<file path="config.mk">
export PLATFORM = sky130hd
export DESIGN_NAME = svc_csr_bank
export DESIGN_NICKNAME = d
export VERILOG_FILES = /design/src/logic/svc_pkg.sv /design/src/logic/svc_sync.sv /design/src/logic/svc_dbg_buf.sv /design/src/logic/svc_csr_bank.sv
export SDC_FILE = /design/constraint.sdc
export NUM_CORES = 1
export LEC_CHECK = 0
export BUFFER_PORTS_ARGS = -buffer_cell sky130_fd_sc_hd__buf_4
export CAP_MARGIN = 20
export CORE_MARGIN = 10
export CORE_UTILIZATION = 40
export CTS_CLUSTER_SIZE = 28
export DETAILED_ROUTE_END_ITERATION = 10
export SLEW_MARGIN = 0
export SYNTH_ARGS = -nofsm -noshare
export SYNTH_HDL_FRONTEND = slang
export SYNTH_SLANG_ARGS = --single-unit
</file>
<file path="constraint.sdc">
create_clock -name clk_sys -period 4.4 [get_ports clk_sys]
set_clock_uncertainty 0.2 [all_clocks]
set_input_delay 0.22 -clock clk_sys [delete_from_list [all_inputs] [get_ports clk_sys]]
set_output_delay 0.22 -clock clk_sys [all_outputs]
set_load 0.005 [all_outputs]
</file>
<file path="src/logic/svc_pkg.sv">
// Package for the per-port vendor register bank: offsets, masks, resets, codes.
// Assumes a 32-bit word register space addressed by byte offset.
package svc_pkg;

  // ---------------------------------------------------------------
  // Register offsets (byte addresses)
  // ---------------------------------------------------------------
  localparam logic [7:0] OFF_TL_CTRL = 8'h8C;
  localparam logic [7:0] OFF_PHY_LANE = 8'h90;
  localparam logic [7:0] OFF_PHY_MARGIN = 8'h94;
  localparam logic [7:0] OFF_OPMODE = 8'h98;
  localparam logic [7:0] OFF_DBG_CTRL = 8'h9C;
  localparam logic [7:0] OFF_DBG_DATA = 8'hA0;
  localparam int NUM_STORED = 5;

  // ---------------------------------------------------------------
  // Implemented bits, configuration-writable bits, reset values
  // ---------------------------------------------------------------
  localparam logic [31:0] IMPL_TL = 32'hBFFF_176B;
  localparam logic [31:0] CFGW_TL = 32'h0000_0060;
  localparam logic [31:0] RST_TL = 32'h0079_0000;
  localparam logic [31:0] IMPL_PHY_LANE = 32'hFFFF_807F;
  localparam logic [31:0] RST_PHY_LANE = 32'h0000_8000;
  localparam logic [31:0] IMPL_PHY_MARGIN = 32'h00FF_FFFF;
  localparam logic [31:0] RST_PHY_MARGIN = 32'h0000_116B;
  localparam logic [7:0] RXEQ_UP = 8'h86;
  localparam logic [7:0] RXEQ_DOWN = 8'h00;
  localparam logic [31:0] IMPL_OPMODE = 32'h001F_01FF;
  localparam logic [31:0] RST_OPMODE = 32'h000F_0102;
  localparam logic [31:0] IMPL_DBG = 32'h0000_007F;
  localparam logic [31:0] CFGW_DBG = 32'h0000_007F;
  localparam logic [31:0] RST_DBG = 32'h0000_0000;

  // ---------------------------------------------------------------
  // Field positions
  // ---------------------------------------------------------------
  localparam int TL_RELAXED_OFF = 6;
  localparam int TL_ATTEMPT_LO = 8;
  localparam int TL_PORT_DIS = 10;
  localparam int TL_PWR_SAVE = 12;
  localparam int TL_MIRROR_LO = 16;
  localparam int PM_RXEQ_LO = 16;
  localparam int OM_CLK_EN_LO = 16;
  localparam int OM_CLK_PD = 20;
  localparam int DBG_SEL_LO = 0;
  localparam int DBG_TRIG_LO = 2;
  localparam int DBG_CLEAR = 6;

  // ---------------------------------------------------------------
  // Timing: strap settles through two sync flops before capture
  // ---------------------------------------------------------------
  localparam logic [1:0] STRAP_SETTLE = 2'h3;

  // ---------------------------------------------------------------
  // Link training states used as trigger codes
  // ---------------------------------------------------------------
  typedef enum logic [3:0] {
    LTS_NONE = 4'b0000, LTS_DETECT = 4'b0001, LTS_POLLING = 4'b0010,
    LTS_CONFIG = 4'b0011, LTS_L0 = 4'b0100, LTS_L0S = 4'b0101,
    LTS_L1 = 4'b0110, LTS_L2 = 4'b0111, LTS_DISABLE = 4'b1000,
    LTS_HOT_RESET = 4'b1001, LTS_LOOPBACK = 4'b1010, LTS_RECOVERY = 4'b1011
  } svc_lts_t;

  // Register access request, shared by both access paths
  typedef struct packed {
    logic wr;
    logic rd;
    logic [7:0] addr;
    logic [31:0] wdata;
  } svc_req_t;

  function automatic logic svc_trig_valid(input logic [3:0] code);
    svc_trig_valid = (code != 4'b0000) && (code <= 4'b1011);
  endfunction : svc_trig_valid

endpackage : svc_pkg

</file>
<file path="src/logic/svc_sync.sv">
// Two-flop synchroniser for a pin level.
// Assumes the input is asynchronous to clk_sys.
`timescale 1ns/1ps
`default_nettype none
module svc_sync
  import svc_pkg::*;
#(
  parameter int WIDTH = 1
) (
  input wire logic clk_sys,
  input wire logic sys_rst,
  input wire logic ce,
  input wire logic [WIDTH-1:0] pin_in,
  output logic [WIDTH-1:0] level_out
);
  logic [WIDTH-1:0] meta;

  if (WIDTH < 1) begin : g_bad_width
    $error("svc_sync: WIDTH must be at least 1");
  end

  // Only the second flop reads the first
  always_ff @(posedge clk_sys) begin
    if (sys_rst) begin
      meta <= '0;
      level_out <= '0;
    end else if (ce) begin
      meta <= pin_in;
      level_out <= meta;
    end
  end
endmodule : svc_sync
`default_nettype wire

</file>
<file path="src/logic/svc_dbg_buf.sv">
// Link-state debug capture buffer: triggers on entry into a chosen state.
// Assumes link_state and link_info come from logic on clk_sys.
`timescale 1ns/1ps
`default_nettype none
module svc_dbg_buf
  import svc_pkg::*;
#(
  parameter int DEPTH = 16
) (
  input wire logic clk_sys,
  input wire logic sys_rst,
  input wire logic ce,
  input wire logic clear,
  input wire logic [3:0] trig_sel,
  input wire logic [3:0] link_state,
  input wire logic [31:0] link_info,
  input wire logic pop,
  output logic [31:0] head,
  output logic armed_hit
);
  localparam int AW = $clog2(DEPTH);
  logic [31:0] mem [DEPTH];
  logic [AW:0] wr_ptr;
  logic [AW:0] rd_ptr;
  logic [3:0] prev_state;
  logic recording;
  logic entry;
  logic full;

  if (DEPTH < 2 || (DEPTH & (DEPTH - 1)) != 0) begin : g_bad_depth
    $error("svc_dbg_buf: DEPTH power of 2");
  end

  assign entry = svc_trig_valid(trig_sel) && link_state == trig_sel && prev_state != trig_sel;
  assign full = (wr_ptr - rd_ptr) == (AW + 1)'(DEPTH);

  // Recording starts on entry; writes pause while full and resume after a pop
  always_ff @(posedge clk_sys) begin
    if (sys_rst || (ce && clear)) begin
      recording <= 1'b0;
      wr_ptr <= '0;
      armed_hit <= 1'b0;
    end else if (ce) begin
      if (entry) begin
        recording <= 1'b1;
        armed_hit <= 1'b1;
      end
      if ((recording || entry) && !full) begin
        mem[wr_ptr[AW-1:0]] <= {link_state, link_info[27:0]};
        wr_ptr <= wr_ptr + 1'b1;
      end
    end
  end

  always_ff @(posedge clk_sys) begin
    if (sys_rst || (ce && clear)) begin
      rd_ptr <= '0;
      prev_state <= 4'h0;
    end else if (ce) begin
      prev_state <= link_state;
      if (pop && rd_ptr != wr_ptr) rd_ptr <= rd_ptr + 1'b1;
    end
  end

  assign head = (rd_ptr != wr_ptr) ? mem[rd_ptr[AW-1:0]] : 32'h0000_0000;
endmodule : svc_dbg_buf
`default_nettype wire

</file>
<file path="src/logic/svc_csr_bank.sv">
// Per-port vendor register bank of the switch: control, Phy_operating_mode, debug.
// Assumes config and side-port requests arrive on clk_sys as one-cycle strobes.
//
// Contract
// - Side port or EEPROM loader may overwrite every implemented default.
// - Transaction control bit 6, writable, turns off relaxed ordering; resets zero.
// - Bit 10 disables port; read-only from config; side-port load only.
// - Bits 9:8 read-only rate-change attempt count, default zero.
// - Bit 12 hardware-initialised power saving: one enables it.
// - Bits 23:16 mirror vendor field, default 79h, side-port overridable.
// - Lane mode 6:0 resets zero; delta 31:15 resets 0001h.
// - Receive equalisation 23:16 resets 86h upstream, 00h downstream.
// - Operation mode low half read-only status, top seven zero, reset 0102h.
// - Clock-buffer bit 20 resets from strap; one disables all clock outputs.
// - Bits 18:16 enable three clock pairs; 19:16 reset Fh, 19 reserved.
// - Debug control bits 1:0 writable port selector, reset zero.
// - Bits 5:2 choose trigger training state; other codes reserved.
// - Disable trigger uses the spare code 1000 to avoid the clash.
// - Writing one to bit 6 clears the debug buffer; resets zero.
// - Debug data output readable only through the side port.
`timescale 1ns/1ps
`default_nettype none
module svc_csr_bank
  import svc_pkg::*;
#(
  parameter bit IS_UPSTREAM = 1'b1,
  parameter bit POWER_SAVE_INIT = 1'b0,
  parameter int DBG_DEPTH = 16
) (
  input wire logic clk_sys,
  input wire logic sys_rst,
  input wire logic ce,
  input wire svc_req_t cfg_req,
  input wire svc_req_t side_req,
  input wire logic clock_buffer_powerdown_strap,
  input wire logic [3:0] link_state,
  input wire logic [31:0] link_info,
  output logic [31:0] cfg_rdata,
  output logic cfg_ack,
  output logic [31:0] side_rdata,
  output logic side_ack,
  output logic relaxed_order_off,
  output logic port_disable,
  output logic [1:0] rate_change_attempt_count,
  output logic power_save_en,
  output logic [7:0] vendor_phy_csr_mirror,
  output logic [2:0] reference_clock_out_pair,
  output logic [1:0] debug_port_sel,
  output logic debug_triggered
);

  // ---------------------------------------------------------------
  // Elaboration checks
  // ---------------------------------------------------------------
  if (DBG_DEPTH < 2) begin : g_bad_depth
    $error("svc_csr_bank: DBG_DEPTH too small");
  end

  // ---------------------------------------------------------------
  // Decode helpers
  // ---------------------------------------------------------------
  function automatic logic [2:0] reg_index(input logic [7:0] addr);
    if (addr == OFF_TL_CTRL) begin
      reg_index = 3'd0;
    end else if (addr == OFF_PHY_LANE) begin
      reg_index = 3'd1;
    end else if (addr == OFF_PHY_MARGIN) begin
      reg_index = 3'd2;
    end else if (addr == OFF_OPMODE) begin
      reg_index = 3'd3;
    end else if (addr == OFF_DBG_CTRL) begin
      reg_index = 3'd4;
    end else if (addr == OFF_DBG_DATA) begin
      reg_index = 3'd5;
    end else begin
      reg_index = 3'd7;
    end
  endfunction : reg_index

  function automatic logic [31:0] impl_mask(input logic [2:0] idx);
    case (idx)
      3'd0: impl_mask = IMPL_TL;
      3'd1: impl_mask = IMPL_PHY_LANE;
      3'd2: impl_mask = IMPL_PHY_MARGIN;
      3'd3: impl_mask = IMPL_OPMODE;
      3'd4: impl_mask = IMPL_DBG;
      default: impl_mask = 32'h0000_0000;
    endcase
  endfunction : impl_mask

  function automatic logic [31:0] cfgw_mask(input logic [2:0] idx);
    case (idx)
      3'd0: cfgw_mask = CFGW_TL;
      3'd4: cfgw_mask = CFGW_DBG;
      default: cfgw_mask = 32'h0000_0000;
    endcase
  endfunction : cfgw_mask

  function automatic logic [31:0] reset_value(input logic [2:0] idx);
    case (idx)
      3'd0: reset_value = RST_TL | (32'(POWER_SAVE_INIT) << TL_PWR_SAVE);
      3'd1: reset_value = RST_PHY_LANE;
      3'd2: reset_value = RST_PHY_MARGIN
                          | ({24'h0, IS_UPSTREAM ? RXEQ_UP : RXEQ_DOWN} << PM_RXEQ_LO);
      3'd3: reset_value = RST_OPMODE;
      3'd4: reset_value = RST_DBG;
      default: reset_value = 32'h0000_0000;
    endcase
  endfunction : reset_value

  // ---------------------------------------------------------------
  // Storage
  // ---------------------------------------------------------------
  logic [31:0] regs [NUM_STORED];
  logic [2:0] cfg_idx;
  logic [2:0] side_idx;
  logic strap_level;
  logic [1:0] strap_wait;
  logic strap_pending;
  logic [31:0] dbg_head;
  logic dbg_pop;
  logic dbg_hit;
  logic side_strap_write;

  assign cfg_idx = reg_index(cfg_req.addr);
  assign side_idx = reg_index(side_req.addr);
  assign side_strap_write = side_req.wr && side_idx == 3'd3;

  // Strap is an asynchronous pin level
  svc_sync #(
    .WIDTH(1)
  ) u_strap_sync (
    .clk_sys(clk_sys),
    .sys_rst(sys_rst),
    .ce(ce),
    .pin_in(clock_buffer_powerdown_strap),
    .level_out(strap_level)
  );

  // ---------------------------------------------------------------
  // Register writes
  // ---------------------------------------------------------------
  // Side port wins over config in the same cycle: it is the load path
  always_ff @(posedge clk_sys) begin
    if (sys_rst) begin
      for (int i = 0; i < NUM_STORED; i++) begin
        regs[i] <= reset_value(3'(i));
      end
    end else if (ce) begin
      if (side_req.wr && side_idx < 3'd5) begin
        regs[side_idx] <= side_req.wdata & impl_mask(side_idx);
      end else if (cfg_req.wr && cfg_idx < 3'd5) begin
        regs[cfg_idx] <= (regs[cfg_idx] & ~cfgw_mask(cfg_idx))
                         | (cfg_req.wdata & cfgw_mask(cfg_idx));
      end
      // Strap capture after sync settle, unless the loader overrides it
      if (strap_pending && strap_wait == STRAP_SETTLE && !side_strap_write) begin
        regs[3][OM_CLK_PD] <= strap_level;
      end
    end
  end

  // Strap settle counter; a clock edge at reset would read a stale pin
  always_ff @(posedge clk_sys) begin
    if (sys_rst) begin
      strap_wait <= 2'h0;
      strap_pending <= 1'b1;
    end else if (ce && strap_pending) begin
      if (strap_wait == STRAP_SETTLE || side_strap_write) begin
        strap_pending <= 1'b0;
      end else begin
        strap_wait <= strap_wait + 2'h1;
      end
    end
  end

  // ---------------------------------------------------------------
  // Debug capture
  // ---------------------------------------------------------------
  assign dbg_pop = ce && side_req.rd && side_idx == 3'd5;

  svc_dbg_buf #(
    .DEPTH(DBG_DEPTH)
  ) u_dbg_buf (
    .clk_sys(clk_sys),
    .sys_rst(sys_rst),
    .ce(ce),
    .clear(regs[4][DBG_CLEAR]),
    .trig_sel(regs[4][DBG_TRIG_LO +: 4]),
    .link_state(link_state),
    .link_info(link_info),
    .pop(dbg_pop),
    .head(dbg_head),
    .armed_hit(dbg_hit)
  );

  // ---------------------------------------------------------------
  // Read paths, one cycle latency
  // ---------------------------------------------------------------
  // Unmapped offsets read zero; the data output is hidden from config
  always_ff @(posedge clk_sys) begin
    if (sys_rst) begin
      cfg_rdata <= 32'h0000_0000;
      cfg_ack <= 1'b0;
    end else if (ce) begin
      cfg_ack <= cfg_req.rd || cfg_req.wr;
      if (cfg_req.rd && cfg_idx < 3'd5) begin
        cfg_rdata <= regs[cfg_idx] & impl_mask(cfg_idx);
      end else begin
        cfg_rdata <= 32'h0000_0000;
      end
    end
  end

  always_ff @(posedge clk_sys) begin
    if (sys_rst) begin
      side_rdata <= 32'h0000_0000;
      side_ack <= 1'b0;
    end else if (ce) begin
      side_ack <= side_req.rd || side_req.wr;
      if (side_req.rd && side_idx < 3'd5) begin
        side_rdata <= regs[side_idx] & impl_mask(side_idx);
      end else if (side_req.rd && side_idx == 3'd5) begin
        side_rdata <= dbg_head;
      end else begin
        side_rdata <= 32'h0000_0000;
      end
    end
  end

  // ---------------------------------------------------------------
  // Control outputs, registered
  // ---------------------------------------------------------------
  always_ff @(posedge clk_sys) begin
    if (sys_rst) begin
      relaxed_order_off <= 1'b0;
      port_disable <= 1'b0;
      rate_change_attempt_count <= 2'h0;
      power_save_en <= 1'b0;
      vendor_phy_csr_mirror <= 8'h00;
      reference_clock_out_pair <= 3'h0;
      debug_port_sel <= 2'h0;
      debug_triggered <= 1'b0;
    end else if (ce) begin
      relaxed_order_off <= regs[0][TL_RELAXED_OFF];
      port_disable <= regs[0][TL_PORT_DIS];
      rate_change_attempt_count <= regs[0][TL_ATTEMPT_LO +: 2];
      power_save_en <= regs[0][TL_PWR_SAVE];
      vendor_phy_csr_mirror <= regs[0][TL_MIRROR_LO +: 8];
      // Global disable overrides per-pair enables
      reference_clock_out_pair <= regs[3][OM_CLK_PD] ? 3'h0
                                  : regs[3][OM_CLK_EN_LO +: 3];
      debug_port_sel <= regs[4][DBG_SEL_LO +: 2];
      debug_triggered <= dbg_hit;
    end
  end
endmodule : svc_csr_bank
`default_nettype wire

</file>
==> flow_summary.json, run 1 <==
{
  "clk_pin_slew_ps": 60,
  "routabilityCongestion": 0.9773,
  "critPathBufInv": 1,
  "wirelength_microns": 110800,
  "period_minus_slack_ps": 3809,
  "cts_setup_buffers": 0,
  "post-place-cells": 3620,
  "fp.dieW_microns": 318.7,
  "die_area_sq_um": 101600,
  "htree_levels": 3,
  "avgSynthCellArea_sq_um": 15.89,
  "critPathSlowestCell": "nor2_4",
  "critPathLaunchType": "flop",
  "synth.top_cell.area_share_pct": 62.01,
  "fin_cells": 3862,
  "hold_depth": 4,
  "cap_violations": 0,
  "grt_pass1_wl_microns": 159800,
  "max_slew.worst_pin.slew_ps": 1055,
  "fin_crit_sh_pct": 86.57,
  "status": "finished, final reports clean",
  "worstPathArrival_ps": 3950,
  "antenna_left": 0,
  "path_delay_family": "simple AND/OR/NAND/NOR gates",
  "power_density_nw_per_um2": 397.1,
  "p_total_mw": 17.04,
  "dp_hpwl_microns": 73080,
  "post_drt_via_cell_ratio": 5.845,
  "critPathMaxStageDelay_ps": 830,
  "antenna_found_initial": 3,
  "synth_ff_type": "edfxtp_1",
  "fmaxAchievable_mhz": 262.5,
  "gr-total-overflow": 0,
  "slew_viol_final": 0,
  "ir_drop_mv": 0.3481,
  "wire_per_inst_microns": 28.70,
  "cts_buffer_depth": 3,
  "setup_violations": 0,
  "worst-path-stages": 7,
  "end_kind": "flop",
  "route.vias.total": 22570,
  "clock_latency_ps": 660,
  "synth.distinct_cells": 105,
  "nNetsFinal": 2755,
  "grt_pass1_vias": 22540,
  "synth_area_leaders": "edfxtp_1 62%, mux4_2 10%, dfxtp_1 6.1%",
  "worstSetupPathType": "flop to flop",
  "ys_ff_latch": 846,
  "ys_warn_count": 0,
  "async_flop_share_pct": 0,
  "rsz0062_at_grt": "no",
  "setup_tns_ps": 0,
  "busiest_layer": "met2",
  "drive_above_1_share_pct": 24.86,
  "finalHoldViolations": 0,
  "drc": 0,
  "core-area_sq_um": 88510,
  "crit_fanout": 23,
  "use_met3_pct": 4.363,
  "synth_area_sq_um": 35690,
  "leakagePower_nw": 14.68,
  "cts.sinks": 846,
  "grt_use_met1_pct": 28.24,
  "grt_start_max_net_pins": 65,
  "synth_top_area_cell": "edfxtp_1",
  "numCtsBuffers": 87,
  "cts_tree": "done",
  "first_pass_iters": 5,
  "area_delta_synth_final_pct": 20.27,
  "synth_edf_count": 737,
  "hold_slack_ps": 42.38,
  "fp.dieH_microns": 318.7,
  "cp.required_ps": 4540,
  "reg2regPathDepth": 7,
  "synth_cells": 2246,
  "relSlewSlack_pct": 29.16,
  "io_pins": 209,
  "hold_path_class": "input port to flop",
  "use_met2_pct": 34.38,
  "start_util_pct": 40.32,
  "rows": 109,
  "path_cells": "and3b_1 -> o2111ai_1 -> o41ai_1 -> o31ai_1 -> or3_1 -> nor2_4 -> buf_4",
  "grt_usage_pct": 21.35,
  "port_buffers": 179,
  "cts_root_buf": "clkbuf_16",
  "drt_iter0_markers": 2459,
  "seq_area_frac_synth_pct": 68.12
}
[power by group]
group	switching, mW	internal [mW]	total [mW]
clock	3.15	4.35	7.50
sequential	0.0659	8.81	8.87
combinational	0.428	0.244	0.672
[synthesized netlist by cell type (10+ instances only)]
cell type and count:
nand3_1 45, ha_1 10, mux2i_1 61, nor2_1 197, clkbuf_1 57, a2bb2oi_1 11
or3_1 13, o21ai_0 43, and3_1 15, nand2_1 127, o31a_1 13, nand2b_1 22
a22oi_1 25, buf_2 48, inv_1 62, a21oi_1 72, a2111oi_0 10, a31oi_1 10
mux2_2 13, mux4_2 166, a22o_1 11, buf_1 17, and2_1 36, a32oi_1 11
nor3_1 20, dfxtp_1 109, nand4_1 25, buf_6 10, o211ai_1 18, edfxtp_1 737
a221o_1 12, nor2b_1 14
[flip-flops by register name, summed over array words and instances, names as in the netlist, 2 cells and up, named ones only]
name and cells:
u_dbg_buf.wr_ptr 5, debug_port_sel 2, reference_clock_out_pair 3, u_dbg_buf.rd_ptr 5
side_rdata 32, u_dbg_buf.mem 512, cfg_rdata 32, u_dbg_buf.prev_state 4
vendor_phy_csr_mirror 8, strap_wait 2, regs 225, rate_change_attempt_count 2
[timing repair]
item	in CTS	in global routing
hold endpoints to repair	706	0
resized for setup	0	0
hold buffers	77	0
[final timing paths]
kind / endpoint / from / slack (ps)
setup / recovery: u_dbg_buf.mem[12][17]$_DFFE_PP_ / regs[4][5]$_SDFFCE_PN0P_ / 590
hold / removal: cfg_rdata[3]$_SDFFE_PP0P_ / cfg_req[34] / 40
setup reg to reg: u_dbg_buf.mem[12][17]$_DFFE_PP_ / regs[4][5]$_SDFFCE_PN0P_ / 590
hold reg to reg: side_rdata[2]$_SDFFE_PP0P_ / side_rdata[2]$_SDFFE_PP0P_ / 260
[per-stage QoR]
| step | setup slack, ps | instance area, sq um | util [%] |
|---|---|---|---|
| floorplan | 520.0 | 35950 | - |
| global placement | 486.3 | 39220 | 44.31 |
| detailed placement | 556.8 | 39220 | 44.31 |
| CTS | 545.4 | 42920 | 48.49 |
| global route | 366.7 | 42920 | 48.49 |
| finish | 591.0 | 42920 | 48.50 |
[tightest hold or removal path, cell delays in order]
cell and delay, ps:
buf_4 190, nand4_1 130, o32ai_1 80, a22o_1 200
[cell type report]
cell class	instances	area [sq um]
inverters	62	232.7
clock inverters	54	591.8
multi-input cells	1266	10880
diodes	2	5.005
flip-flops and latches	846	24330
fillers	7448	45590
well taps	1165	1458
repair buffers	358	3093
clock buffers	109	2342
[per-layer routing]
layer  vias to the layer above  part of all wire (%)
met5                         -                 0.012
met2                      1088                    47
met3                       224                   8.2
met4                         2                   4.0
li1                       9609                     -
met1                     11650                    40
[cells by family after synthesis]
| group | Yosys count | synth area share (%) |
|---|---|---|
| DFF | 846 | 68.12 |
| adders and majority gates | 10 | 0.3506 |
| and+or+nand+nor | 557 | 7.671 |
| other | 1 | 0.01051 |
| xor gates and xnor gates | 17 | 0.4172 |
| AOI/OAI and AO/OA | 374 | 8.172 |
| buffers and inverters | 198 | 2.503 |
| muxes | 243 | 12.75 |
[cell usage in the layout, fill, tap and decap left out, drive strengths merged, types with 24 or more instances in the layout]
cell	netlist	routed
a22oi	26	26
dlygate4sd3	0	77
nand3	46	46
nor2	201	201
o21ai	53	53
nor3	24	24
edfxtp	737	737
a21oi	74	74
clkbuf	57	109
conb	1	65
inv	62	65
nand4	26	26
mux4	167	167
and2	36	36
dfxtp	109	109
clkinv	0	38
nand2	128	128
buf	79	281
mux2i	61	61
Power figures use the tool's default switching activity.
==> run 2: changes to the inputs <==
HOLD_SLACK_MARGIN = 0.05   (was not set)
==> run 2 against run 1 <==
Via count about the same. Non-clock buffer count increased by 6. Critical path depth stayed put. Total power is essentially flat. Worst hold slack gained 58 ps. Design area increased by 0.14%. Worst setup slack lost 28 ps. Utilization up 0.068 points. Clock power hardly changed. Register-to-register slack worse by 30 ps. Flip-flop and latch count stayed put.
==> flow_summary.json, run 2 (synthesis gave the netlist of run 1 again) <==
{
  "wire_per_inst_microns": 28.70,
  "grt_pass1_vias": 22550,
  "clock_latency_ps": 660,
  "port_buffers": 179,
  "finalHoldViolations": 0,
  "fp.dieH_microns": 318.7,
  "first_pass_iters": 6,
  "grt_pass1_wl_microns": 159900,
  "worstSetupPathType": "flop to flop",
  "relSlewSlack_pct": 29.75,
  "dp_hpwl_microns": 73080,
  "critPathMaxStageDelay_ps": 830,
  "nNetsFinal": 2761,
  "setup_tns_ps": 0,
  "drt_iter0_markers": 2418,
  "max_slew.worst_pin.slew_ps": 1054,
  "wirelength_microns": 111000,
  "grt_start_max_net_pins": 65,
  "rows": 109,
  "core-area_sq_um": 88510,
  "end_kind": "flop",
  "post_drt_via_cell_ratio": 5.836,
  "cts_root_buf": "clkbuf_16",
  "hold_path_class": "input port to flop",
  "numCtsBuffers": 87,
  "routabilityCongestion": 0.9773,
  "clk_pin_slew_ps": 70,
  "critPathBufInv": 1,
  "status": "finished, final reports clean",
  "drc": 0,
  "path_cells": "and3b_1 -> o2111ai_1 -> o41ai_1 -> o31ai_1 -> or3_1 -> nor2_4 -> buf_4",
  "critPathSlowestCell": "nor2_4",
  "ir_drop_mv": 0.3460,
  "route.vias.total": 22570,
  "start_util_pct": 40.32,
  "pre_cts_ws_ps": 556.8,
  "cap_violations": 0,
  "antenna_left": 0,
  "final_common_cell": "edfxtp_1",
  "gr-total-overflow": 0,
  "cts_buffer_depth": 3,
  "cts_tree": "done",
  "die_area_sq_um": 101600,
  "critPathLaunchType": "flop",
  "cts_setup_buffers": 0,
  "fp.dieW_microns": 318.7,
  "fill_cells": 7439,
  "cp.required_ps": 4540,
  "largest_reg_flops": 512,
  "crit_fanout": 23,
  "antenna_found_initial": 3,
  "mostFrequentLayoutCells": "737 x edfxtp_1, 264 x buf_4, 184 x nor2_1, 166 x mux4_2, 127 x nand2_1",
  "io_pins": 209,
  "power_density_nw_per_um2": 396.7,
  "setup_violations": 0,
  "drive_above_1_share_pct": 24.81,
  "leakagePower_nw": 14.71,
  "fin_crit_sh_pct": 87.20,
  "area_delta_synth_final_pct": 20.44,
  "period_minus_slack_ps": 3837,
  "rsz0062_at_grt": "no",
  "grt_usage_pct": 21.36,
  "worstPathArrival_ps": 3980,
  "path_delay_family": "simple AND/OR/NAND/NOR gates",
  "fmaxAchievable_mhz": 260.6,
  "cts.sinks": 846,
  "setup_slack_ps": 563.2,
  "slew_viol_final": 0,
  "htree_levels": 3,
  "rrSetupSlack_ps": 560
}
-- run 2: cell type report --
type | count | area [sq um] | area share, %
Clock inverter | 54 | 591.8 | 1.377
Timing Repair Buffer | 364 | 3153 | 7.335
Antenna cell | 2 | 5.005 | 0.01164
Tap cell | 1165 | 1458 | 3.391
Inverter | 62 | 232.7 | 0.5414
Multi-Input combinational cell | 1266 | 10880 | 25.30
Sequential cell | 846 | 24330 | 56.59
Clock buffer | 109 | 2342 | 5.449
-- run 2: worst min-delay path, stage by stage --
cell	delay, ps
buf_4	90
a22oi_1	70
a41o_1	360
nand2_1	100
-- run 2: final timing paths --
path | depth (start not counted) | endpoint | from
worst max-delay path | 7 | u_dbg_buf.mem[12][17]$_DFFE_PP_ | regs[4][5]$_SDFFCE_PN0P_
worst min-delay path | 4 | regs[0][20]$_SDFFCE_PN1P_ | side_req[20]
worst max register to register | 7 | u_dbg_buf.mem[12][17]$_DFFE_PP_ | regs[4][5]$_SDFFCE_PN0P_
worst min register to register | 2 | side_rdata[2]$_SDFFE_PP0P_ | side_rdata[2]$_SDFFE_PP0P_
-- run 2: layer usage --
layer / track usage, % / part of all wire (%) / up-vias
met5: 0 / 0.012 / -
met4: 8.203 / 4.0 / 2
met3: 4.198 / 8.6 / 225
met2: 34.45 / 47 / 1128
met1: 28.34 / 40 / 11600
li1: - / - / 9623
-- run 2: metrics by stage --
| stage | instances | util, % | power [mW] | hold WS [ps] | cell area [sq um] |
|---|---|---|---|---|---|
| 2_1_floorplan | 2310 | - | 9.292 | 118.9 | 35950 |
| 3_3_place_gp | 3620 | 44.31 | 9.627 | 236.7 | 39220 |
| 3_5_place_dp | 3620 | 44.31 | 9.645 | 245.2 | 39220 |
| 4_1_cts | 3866 | 48.56 | 17.17 | 55.35 | 42980 |
| 5_1_grt | 3867 | 48.56 | 17.55 | 99.95 | 42980 |
| 6_report | 3868 | 48.56 | 17.05 | 100.3 | 42990 |
-- run 2: what timing repair did --
action,in CTS,in global routing
gates resized for setup,0,0
hold buffers,83,0
hold endpoints to repair,744,0
-- run 2: power by group --
group,total (mW),internal (mW),switching [mW]
sequential,8.87,8.81,0.0658
clock,7.50,4.35,3.16
combinational,0.677,0.248,0.430
==> run 3: changes to the inputs <==
CORE_MARGIN = 2   (was 10)
GPL_TIMING_DRIVEN = 0   (was not set)
clock period = 3.8 ns   (was 4.4 ns; I/O delays follow)
==> run 3 against run 2 <==
Routed wire length is 16% higher. Worst hold slack got worse by 18 ps. Final cell count rose by 2.1%. Combinational power increased by 25%. Flip-flop and latch count is the same. Clock power increased by 18%.
==> flow_summary.json, run 3 (synthesis gave the netlist of run 1 again) <==
{
  "rsz0062_at_grt": "no",
  "area_delta_synth_final_pct": 22.14,
  "antenna_left": 0,
  "clk_pin_slew_ps": 60,
  "largest_reg_flops": 512,
  "cts_buffer_depth": 3,
  "reg2reg_from": "regs[4][5]$_SDFFCE_PN0P_",
  "cp.required_ps": 3960,
  "end_kind": "flop",
  "port_buffers": 177,
  "hold_path_class": "input port to flop",
  "drive_above_1_share_pct": 24.75,
  "grt_start_max_net_pins": 27,
  "start_util_pct": 40.39,
  "cts_tree": "done",
  "fp.dieH_microns": 302.7,
  "fin_cells": 3948,
  "routabilityCongestion": 1.007,
  "hp-start": "cfg_req[0]",
  "die_area_sq_um": 91630,
  "gr-total-overflow": 0,
  "leakagePower_nw": 14.95,
  "grt_pass1_vias": 23030,
  "first_pass_iters": 6,
  "drc": 0,
  "fp.dieW_microns": 302.7,
  "htree_levels": 3,
  "mostFrequentLayoutCells": "737 x edfxtp_1, 189 x buf_4, 185 x nor2_1, 166 x mux4_2, 127 x nand2_1",
  "relSlewSlack_pct": 15.56,
  "route.vias.total": 23400,
  "rrSetupSlack_ps": 140,
  "dp_hpwl_microns": 91760,
  "antenna_found_initial": 7,
  "worstPathArrival_ps": 3920,
  "nNetsFinal": 2841,
  "cap_violations": 0,
  "cts.sinks": 846,
  "period_minus_slack_ps": 3758,
  "numCtsBuffers": 89,
  "io_pins": 209,
  "clock_latency_ps": 680,
  "ir_drop_mv": 0.4078,
  "r2r_end": "u_dbg_buf.mem[3][17]$_DFFE_PP_",
  "max_slew.worst_pin.slew_ps": 1267,
  "utilization_pct": 49.33,
  "setup_violations": 0,
  "grt_usage_pct": 28.17,
  "core-area_sq_um": 88370,
  "reg2regPathDepth": 10,
  "wirelength_microns": 129000,
  "rows": 109,
  "crit_fanout": 18,
  "finalHoldViolations": 0,
  "power_density_nw_per_um2": 458.8,
  "slew_viol_final": 0,
  "post_drt_via_cell_ratio": 5.927,
  "wire_per_inst_microns": 32.68,
  "hold_depth": 4,
  "grt_pass1_wl_microns": 177800,
  "final_common_cell": "edfxtp_1",
  "status": "finished, final reports clean",
  "post-place-cells": 3685,
  "worstSetupPathType": "input port to flop",
  "fin_crit_sh_pct": 98.89,
  "hold_slack_ps": 82.53,
  "drt_iter0_markers": 2544,
  "cts_root_buf": "clkbuf_16",
  "holdPathEnd": "regs[2][0]$_SDFFCE_PN1P_",
  "fmaxAchievable_mhz": 266.1,
  "critPathLaunchType": "input port"
}
## run 3: changes by cell type in the layout (fill, tap and decap cells not counted), moves of 5 or more
cell,delta
clkbuf_1,+56
buf_8,+7
buf_1,+17
clkbuf_4,+5
buf_6,+11
buf_4,-75
clkbuf_2,+5
clkinv_1,-6
buf_2,+46
buf_16,+9
buf_12,+7
## run 3: how the worst max path moves through the flow
stage	from	endpoint	slack (ps)	depth (start not counted)
after detailed placement	side_req[33]	regs[4][11]$_SDFFCE_PN0P_	-660	8
after global placement	regs[4][5]$_SDFFCE_PN0P_	u_dbg_buf.mem[7][18]$_DFFE_PP_	-2720	7
after floorplan	regs[4][5]$_SDFFCE_PN0P_	u_dbg_buf.mem[10][0]$_DFFE_PP_	-80	7
final	side_req[33]	regs[4][11]$_SDFFCE_PN0P_	40	8
after CTS	side_req[33]	regs[4][16]$_SDFFCE_PN0P_	10	8
after global routing	regs[4][5]$_SDFFCE_PN0P_	u_dbg_buf.mem[3][17]$_DFFE_PP_	30	10
## run 3: area by class of cell
class	count	area [sq um]
tap	1165	1458
clock inverter	43	504.2
sequential	846	24310
timing repair buffer	306	3034
multi-input combinational	1266	10910
antenna	3	7.507
buffer	136	671.9
clock buffer	121	2460
inverter	62	232.7
fill	7560	44780
## run 3: critical path, cell delays in order
cell and delay (ps):
buf_4 130, nor4b_4 730, a41oi_2 600, nand2_1 630
buf_2 470, o211ai_1 400, nand2b_4 470, buf_16 230
## run 3: through the flow
step / power [mW] / setup WS (ps) / area (sq um) / TNS (ps)
after floorplan: 10.76 / -79.99 / 35950 / -15360
after global placement: 11.21 / -2717 / 38740 / -1481680
after detailed placement: 11.24 / -659.7 / 39530 / -89460
after CTS: 20.06 / 10.47 / 43560 / 0
after global routing: 20.51 / 28.83 / 43590 / 0
final: 20.00 / 42.01 / 43590 / 0
## run 3: per-layer routing
| metal | GRT usage, % | wire length [microns] | share of wire (%) | vias to the layer above |
|---|---|---|---|---|
| met4 | 12.09 | 6262 | 4.9 | 6 |
| met3 | 5.858 | 10480 | 8.1 | 261 |
| met2 | 45.48 | 60750 | 47 | 1163 |
| met1 | 37.11 | 51480 | 40 | 12180 |
| li1 | - | - | - | 9786 |
| met5 | 0 | 33 | 0.026 | - |
## run 3: what timing repair did
action                                 in CTS  in global routing
setup buffers                              16                  1
endpoints found under the hold margin     697                  0
pin swaps                                  10                  0
hold buffers                               79                  0
setup endpoints to repair                 201                106
gates resized for setup                     6                 10
## run 3: power breakdown
part	switching [mW]	leakage, nW	internal [mW]	total [mW]
clock	3.75	1.45	5.11	8.86
combinational	0.558	5.73	0.286	0.844
sequential	0.0896	7.76	10.2	10.3
total	4.40	14.9	15.6	20.0
